File: src/verilog/lpw_pkg.sv
// Package: offsets, field layout, reset values and carriers for the decoder
package lpw_pkg;

  // ==========================================================
  // Configuration offsets (byte addresses in config space)
  localparam logic [11:0] LPW_OFS_IO_BASE    = 12'h0108;
  localparam logic [11:0] LPW_OFS_IO_LIMIT   = 12'h0109;
  localparam logic [11:0] LPW_OFS_MMIO_BASE  = 12'h010C;
  localparam logic [11:0] LPW_OFS_MMIO_LIMIT = 12'h010E;

  // ==========================================================
  // Field positions and widths
  localparam int LPW_IO_FLD_LSB   = 4;
  localparam int LPW_IO_FLD_W     = 4;
  localparam int LPW_MMIO_FLD_LSB = 8;
  localparam int LPW_MMIO_FLD_W   = 8;
  localparam int LPW_IO_ADDR_LSB  = 12;
  localparam int LPW_MEM_ADDR_LSB = 24;

  // ==========================================================
  // Reset values
  localparam logic [3:0] LPW_IO_RST   = 4'h0;
  localparam logic [7:0] LPW_MMIO_RST = 8'h00;

  // ==========================================================
  // Carriers
  typedef enum logic [1:0] {
    LPW_KIND_NONE = 2'b00,
    LPW_KIND_IO   = 2'b01,
    LPW_KIND_MEM  = 2'b10
  } lpw_kind_t;

  typedef struct packed {
    logic        valid;
    lpw_kind_t   kind;
    logic [31:0] addr;
  } lpw_req_t;

  typedef struct packed {
    logic        wr;
    logic        rd;
    logic [11:0] addr;
    logic [3:0]  be;
    logic [31:0] wdata;
  } lpw_cfg_t;

endpackage

File: src/verilog/lpw_decoder.sv
// Local peer window decoder: config registers and request classifier
// Functional notes
// - I/O window limit held in bits 15:12, compared with address 15:12.
// - I/O address 15:12 within base..limit inclusive is local peer.
// - I/O base above limit disables the I/O window.
// - Low MMIO base held in bits 15:8, matching address 31:24.
// - Low MMIO limit held in bits 31:24, matching address 31:24.
// - Memory address 31:24 within base..limit inclusive is local peer.
// - Low MMIO base above limit disables the memory window.
// - I/O window base in bits 7:4 of byte register at 108h.
`timescale 1ns/1ps
module lpw_decoder
  import lpw_pkg::*;
(
  input  wire logic        CORE_CLK_I,
  input  wire logic        RESET_N_I,
  input  wire logic        CLK_EN_I,
  input  wire lpw_cfg_t    CFG_I,
  input  wire lpw_req_t    REQ_I,
  output logic [31:0]      CFG_RDATA_O,
  output logic             CFG_ACK_O,
  output logic             REQ_VALID_O,
  output logic             REQ_LOCAL_O,
  output logic             REQ_TO_LINK_O
);

  // ==========================================================
  // Window registers
  logic [3:0] io_base;
  logic [3:0] io_limit;
  logic [7:0] mmio_base;
  logic [7:0] mmio_limit;
  logic [3:0] next_io_base;
  logic [3:0] next_io_limit;
  logic [7:0] next_mmio_base;
  logic [7:0] next_mmio_limit;
  logic [11:0] dw_addr;
  logic [11:0] cfg_dw;

  // Dword that holds a register; byte lanes pick the field
  assign cfg_dw  = {CFG_I.addr[11:2], 2'b00};
  assign dw_addr = {LPW_OFS_IO_BASE[11:2], 2'b00};

  // Register writes through byte enables
  always_comb begin
    next_io_base    = io_base;
    next_io_limit   = io_limit;
    next_mmio_base  = mmio_base;
    next_mmio_limit = mmio_limit;
    if (CFG_I.wr && cfg_dw == dw_addr) begin
      if (CFG_I.be[0])
        next_io_base = CFG_I.wdata[7:4];
      if (CFG_I.be[1])
        next_io_limit = CFG_I.wdata[15:12];
    end
    if (CFG_I.wr && cfg_dw == LPW_OFS_MMIO_BASE) begin
      if (CFG_I.be[1])
        next_mmio_base = CFG_I.wdata[15:8];
      if (CFG_I.be[3])
        next_mmio_limit = CFG_I.wdata[31:24];
    end
  end

  // Register the window fields
  always_ff @(posedge CORE_CLK_I or negedge RESET_N_I) begin
    if (!RESET_N_I) begin
      io_base    <= LPW_IO_RST;
      io_limit   <= LPW_IO_RST;
      mmio_base  <= LPW_MMIO_RST;
      mmio_limit <= LPW_MMIO_RST;
    end else if (CLK_EN_I) begin
      io_base    <= next_io_base;
      io_limit   <= next_io_limit;
      mmio_base  <= next_mmio_base;
      mmio_limit <= next_mmio_limit;
    end
  end

  // ==========================================================
  // Config read path
  logic [31:0] next_rdata;
  logic        next_ack;

  always_comb begin
    next_rdata = 32'h0000_0000;
    next_ack   = CFG_I.rd || CFG_I.wr;
    if (CFG_I.rd && cfg_dw == dw_addr)
      next_rdata = {16'h0000, io_limit, 4'h0, io_base, 4'h0};
    else if (CFG_I.rd && cfg_dw == LPW_OFS_MMIO_BASE)
      next_rdata = {mmio_limit, 8'h00, mmio_base, 8'h00};
  end

  // Unmapped reads return zero; ack one cycle after request
  always_ff @(posedge CORE_CLK_I or negedge RESET_N_I) begin
    if (!RESET_N_I) begin
      CFG_RDATA_O <= 32'h0000_0000;
      CFG_ACK_O   <= 1'b0;
    end else if (CLK_EN_I) begin
      CFG_RDATA_O <= next_rdata;
      CFG_ACK_O   <= next_ack;
    end
  end

  // ==========================================================
  // Request classification
  logic io_hit;
  logic mem_hit;
  logic next_valid;
  logic next_local;
  logic next_link;

  lpw_range_chk #(.W(LPW_IO_FLD_W)) u_io_chk (
    .base_i  (io_base),
    .limit_i (io_limit),
    .value_i (REQ_I.addr[15:12]),
    .hit_o   (io_hit)
  );

  lpw_range_chk #(.W(LPW_MMIO_FLD_W)) u_mem_chk (
    .base_i  (mmio_base),
    .limit_i (mmio_limit),
    .value_i (REQ_I.addr[31:24]),
    .hit_o   (mem_hit)
  );

  always_comb begin
    next_valid = REQ_I.valid && (REQ_I.kind == LPW_KIND_IO ||
                                 REQ_I.kind == LPW_KIND_MEM);
    next_local = 1'b0;
    if (REQ_I.valid && REQ_I.kind == LPW_KIND_IO)
      next_local = io_hit;
    else if (REQ_I.valid && REQ_I.kind == LPW_KIND_MEM)
      next_local = mem_hit;
    next_link = next_valid && !next_local;
  end

  // Decision registered; one cycle latency
  always_ff @(posedge CORE_CLK_I or negedge RESET_N_I) begin
    if (!RESET_N_I) begin
      REQ_VALID_O   <= 1'b0;
      REQ_LOCAL_O   <= 1'b0;
      REQ_TO_LINK_O <= 1'b0;
    end else if (CLK_EN_I) begin
      REQ_VALID_O   <= next_valid;
      REQ_LOCAL_O   <= next_local;
      REQ_TO_LINK_O <= next_link;
    end
  end

  // ==========================================================
  // Checks
  // disabled I/O never local
  chk_io_disabled: assert property (@(posedge CORE_CLK_I)
    disable iff (!RESET_N_I)
    CLK_EN_I && REQ_I.valid && REQ_I.kind == LPW_KIND_IO &&
    io_base > io_limit |=> !REQ_LOCAL_O)
    else $error("disabled io window matched");
  chk_mem_disabled: assert property (@(posedge CORE_CLK_I)
    disable iff (!RESET_N_I)
    CLK_EN_I && REQ_I.valid && REQ_I.kind == LPW_KIND_MEM &&
    mmio_base > mmio_limit |=> !REQ_LOCAL_O)
    else $error("disabled mmio window matched");
  chk_io_inside: assert property (@(posedge CORE_CLK_I)
    disable iff (!RESET_N_I)
    CLK_EN_I && REQ_I.valid && REQ_I.kind == LPW_KIND_IO &&
    REQ_I.addr[15:12] >= io_base && REQ_I.addr[15:12] <= io_limit
    |=> REQ_LOCAL_O && !REQ_TO_LINK_O)
    else $error("io in window not local");
  chk_mem_inside: assert property (@(posedge CORE_CLK_I)
    disable iff (!RESET_N_I)
    CLK_EN_I && REQ_I.valid && REQ_I.kind == LPW_KIND_MEM &&
    REQ_I.addr[31:24] >= mmio_base && REQ_I.addr[31:24] <= mmio_limit
    |=> REQ_LOCAL_O)
    else $error("mem in window not local");
  chk_miss_link: assert property (@(posedge CORE_CLK_I)
    disable iff (!RESET_N_I)
    REQ_VALID_O |-> (REQ_LOCAL_O ^ REQ_TO_LINK_O))
    else $error("request not routed exactly once");
  chk_io_limit_wr: assert property (@(posedge CORE_CLK_I)
    disable iff (!RESET_N_I)
    CLK_EN_I && CFG_I.wr && cfg_dw == dw_addr && CFG_I.be[1]
    |=> io_limit == $past(CFG_I.wdata[15:12]))
    else $error("io limit write lost");
  chk_io_base_wr: assert property (@(posedge CORE_CLK_I)
    disable iff (!RESET_N_I)
    CLK_EN_I && CFG_I.wr && cfg_dw == dw_addr && CFG_I.be[0]
    |=> io_base == $past(CFG_I.wdata[7:4]))
    else $error("io base write lost");
  chk_mmio_base_wr: assert property (@(posedge CORE_CLK_I)
    disable iff (!RESET_N_I)
    CLK_EN_I && CFG_I.wr && cfg_dw == LPW_OFS_MMIO_BASE && CFG_I.be[1]
    |=> mmio_base == $past(CFG_I.wdata[15:8]))
    else $error("mmio base write lost");
  chk_mmio_lim_wr: assert property (@(posedge CORE_CLK_I)
    disable iff (!RESET_N_I)
    CLK_EN_I && CFG_I.wr && cfg_dw == LPW_OFS_MMIO_BASE && CFG_I.be[3]
    |=> mmio_limit == $past(CFG_I.wdata[31:24]))
    else $error("mmio limit write lost");
  chk_rsvd_zero: assert property (@(posedge CORE_CLK_I)
    disable iff (!RESET_N_I)
    CFG_ACK_O |-> CFG_RDATA_O[3:0] == 4'h0 && CFG_RDATA_O[11:8] == 4'h0
    && CFG_RDATA_O[23:16] == 8'h00)
    else $error("reserved bits not zero");

endmodule

File: src/verilog/lpw_range_chk.sv
// Inclusive range compare with base above limit meaning disabled
`timescale 1ns/1ps
module lpw_range_chk
  import lpw_pkg::*;
#(
  parameter int W = 4
) (
  input  wire logic [W-1:0] base_i,
  input  wire logic [W-1:0] limit_i,
  input  wire logic [W-1:0] value_i,
  output logic              hit_o
);

  // ==========================================================
  // Width guard; a field wider than an address word has no meaning
  if (W < 1 || W > 32) begin : g_bad_width
    $error("lpw_range_chk: W must lie in 1..32");
  end

  // ==========================================================
  // Compare
  // disabled window
  always_comb begin
    hit_o = (base_i <= limit_i) && (value_i >= base_i) &&
            (value_i <= limit_i);
  end

endmodule
File: config.mk
export PLATFORM = sky130hd
export DESIGN_NAME = lpw_decoder
export DESIGN_NICKNAME = d
export VERILOG_FILES = /design/src/verilog/lpw_pkg.sv /design/src/verilog/lpw_decoder.sv /design/src/verilog/lpw_range_chk.sv
export SDC_FILE = /design/constraint.sdc
export NUM_CORES = 1
export LEC_CHECK = 0
export BUFFER_PORTS_ARGS = -buffer_cell sky130_fd_sc_hd__buf_2
export CORE_MARGIN = 2
export CORE_UTILIZATION = 41
export CTS_CLUSTER_SIZE = 14
export DETAILED_ROUTE_END_ITERATION = 16
export GPL_TIMING_DRIVEN = 0
export PLACE_DENSITY = 0.69
export SETUP_SLACK_MARGIN = 0.3
export SYNTH_ARGS = -nofsm -noshare
export SYNTH_HDL_FRONTEND = slang
export SYNTH_SLANG_ARGS = --single-unit
File: constraint.sdc
create_clock -name CORE_CLK_I -period 5.5 [get_ports CORE_CLK_I]
set_input_delay 0.55 -clock CORE_CLK_I [delete_from_list [all_inputs] [get_ports CORE_CLK_I]]
set_output_delay 0.55 -clock CORE_CLK_I [all_outputs]
set_load 0.05 [all_outputs]
==> results_dict.tcl <==
set metrics [dict create \
    period_minus_slack_ns 2.01 \
    cts_max_level 2 \
    design.core.area_um2 6790 \
    combPwrFrac_pct 16.5 \
    diodes 0 \
    grt_pass1_wl_um 10900 \
    setup_tns_ns 0 \
    yosysUniqueCellTypes 38 \
    die_area_um2 7670 \
    worst_setup_path_start_kind "flip-flop" \
    port_buffers 76 \
    syn_avg_cell_area_um2 9.26 \
    rows 30 \
    start_util_pct 42.1 \
    gr-total-overflow 0 \
    synthArstFlopShare_pct 100 \
    grt_pass1_vias 2315 \
    detail_route.first_pass.iterations 4 \
    hpwl_um 5490 \
    netlist_instances 309 \
    hp-class "in2async" \
    p_leak_nw 1.91 \
    antenna_found_initial 0 \
    cts_tree "done" \
    slowest_stage "or4_4" \
    synthFlopType "dfrtp_1" \
    drtAntennaViolNets 0 \
    cp-end-kind "flip-flop" \
    final_common_cell "buf_2" \
    layout_common_cells "81 x buf_2, 48 x dfrtp_1, 48 x nand2_1" \
    drv_cap 0 \
    dr.first_iter.drc_count 94 \
    finalMaxSlewViolations 0 \
    power_density_nw_per_um2 201 \
    gp_routability_congestion 0.875 \
    pwr-share-clk_pct 32.0 \
    clockRootBuffer "clkbuf_8" \
    die_h_um 87.6 \
    rsz0062_at_grt "no" \
    status "finished, final reports clean" \
    setup_viol 0 \
    path_buf_inv 1 \
    cts_hold_buf 0 \
    layout.nets 529 \
    avgRoutedWirePerCell_um 13.6 \
    fin_cells 500 \
    seqPwrFrac_pct 51.5 \
    synth_edf_count 0 \
    drive_gt1_share_pct 26.7 \
    cts-resized-gates 0 \
    critPathMaxFanout 3 \
    fmax_mhz 498 \
    clockBufferDepth 2 \
    crit_required_ns 5.70 \
    grt_max_degree 49 \
    cts_sinks 48 \
    critPathMaxStageDelay_ns 0.54 \
    clk_latency_ns 0.30 \
    via_count 2471 \
    hold_viol 0 \
    finClkSkew_ns 0.00335 \
    drc 0 \
    placed_cells 492 \
    gr-usage-all-layers_pct 18.3 \
    ys_ff_latch 48 \
    path_delay_family "simple AND/OR/NAND/NOR gates" \
    critPathKind "reg2reg" \
    slew_headroom_pct 29.3 \
    worstPathCellList "inv_1, ha_1, nor2b_1, o21ai_1, a21oi_1, or4_4, nor2b_4, a22o_1" \
    numCtsBuffers 5 \
    areaGrowthSynthToFinish_pct 22.2 \
    clk_pin_slew_ns 0.09 \
    p_sw_mw 0.204 \
    post_cts.repair.setup_buffers 0 \
    internal-power_mw 0.500 \
    seq_area_frac_synth_pct 42.0 \
    ys_warn_count 0 \
    via_per_inst 4.94 \
    worst_pin_slew_ns 1.06 \
    cp_data_arrival_time_ns 2.21 \
    syn_area_um2 2860 \
    swShare_pct 29.0 \
    die_w_um 87.6 \
    ios 124 \
    fin_crit_sh_pct 36.5 \
    vdd_ir_drop_max_mv 0.0970 \
    fillers 666 \
    drt_wl_total_um 6780 \
]
## power groups by stage
| stage | combinational [mW] | sequential [mW] | clock, mW |
|---|---|---|---|
| finish | 0.116 | 0.362 | 0.225 |
| global route | 0.129 | 0.363 | 0.242 |
| CTS | 0.118 | 0.362 | 0.227 |
| detailed placement | 0.117 | 0.369 | 0 |
| global placement | 0.115 | 0.369 | 0 |
| floorplan | 0.0571 | 0.385 | 0 |
## per-stage QoR
| stage | setup slack [ns] | instance area, µm² | utilization (%) | power (mW) | hold WS [ns] |
|---|---|---|---|---|---|
| final | 3.49 | 3500 | 51.5 | 0.704 | 0.419 |
| after global routing | 3.37 | 3500 | 51.5 | 0.733 | 0.448 |
| after CTS | 3.48 | 3500 | 51.5 | 0.707 | 0.440 |
| after detailed placement | 3.23 | 3400 | 50.1 | 0.486 | 0.472 |
| after global placement | 3.26 | 3400 | 50.1 | 0.485 | 0.468 |
| after floorplan | 3.42 | 2900 | - | 0.442 | 0.254 |
## cells in the mapped netlist, drive strengths merged, types with 2 or more instances
master	count	area share, %
o2bb2ai	16	4.9
nand2	48	6.3
ha	38	17
nor2	19	2.7
clkbuf	3	0.39
a21oi	16	2.8
buf	18	4.3
o21ai	32	5.6
nor3	3	0.70
dfrtp	48	42
nand4	7	1.5
mux2	2	0.79
inv	31	4.1
a221oi	4	1.2
nand3	3	0.52
nor2b	5	1.4
## cell type report
class                      instances  area, µm²  share of cell area, %
multi-input combinational        220       1450                   41.5
sequential                        48       1200                   34.3
timing repair buffer              76        380                   10.9
buffer                            21        134                   3.83
tap                               96        120                   3.43
inverter                          31        116                   3.33
clock buffer                       7       86.3                   2.47
clock inverter                     1       7.51                  0.215
## path summary, 6_finish.rpt
kind / startpoint / slack (ns) / end / cells after the start
min in group CORE_CLK_I: CFG_I[11] / 0.44 / mmio_base[3]$_DFFE_PN0P_ / 3
hold reg to reg: CFG_RDATA_O[25]$_DFFE_PN0P_ / 0.49 / CFG_RDATA_O[25]$_DFFE_PN0P_ / 1
setup reg to reg: io_limit[1]$_DFFE_PN0P_ / 3.49 / REQ_TO_LINK_O$_DFFE_PN0P_ / 8
max in group asynchronous: RESET_N_I / 4.41 / CFG_RDATA_O[6]$_DFFE_PN0P_ / 1
hold / removal: RESET_N_I / 0.42 / mmio_base[1]$_DFFE_PN0P_ / 1
setup / recovery: io_limit[1]$_DFFE_PN0P_ / 3.49 / REQ_TO_LINK_O$_DFFE_PN0P_ / 8
## per-layer routing
layer,GRT usage [%],wire length (µm),vias up
li1,-,-,1239
met1,26.8,3290,1148
met2,28.1,3000,73
met3,2.54,380,11
met4,6.15,106,0
met5,0,0,-
## worst register-to-register path, stage by stage (launching register included)
cell	delay, ns
dfrtp_1	0.39
inv_1	0.10
ha_1	0.24
nor2b_1	0.13
o21ai_1	0.11
a21oi_1	0.08
or4_4	0.54
nor2b_4	0.14
a22o_1	0.19
## sequential cells by signal, summed over array words and instances (netlist names), 4 cells and up
name / cells
io_base: 4
mmio_limit: 8
io_limit: 4
CFG_RDATA_O: 20
mmio_base: 8
## logic make-up (layout without fill, tap and decap cells)
kind of cell	count (synthesis)	count (layout)	share of synthesized area, %
AOI/OAI and AO/OA	76	76	16.7
adders and majority gates	38	38	16.6
buffers and inverters	52	136	8.74
DFF	48	48	42.0
muxes	2	2	0.787
other	1	12	0.131
and+or+nand+nor	92	92	15.1
Note: power is estimated with default switching activity, not from simulation.
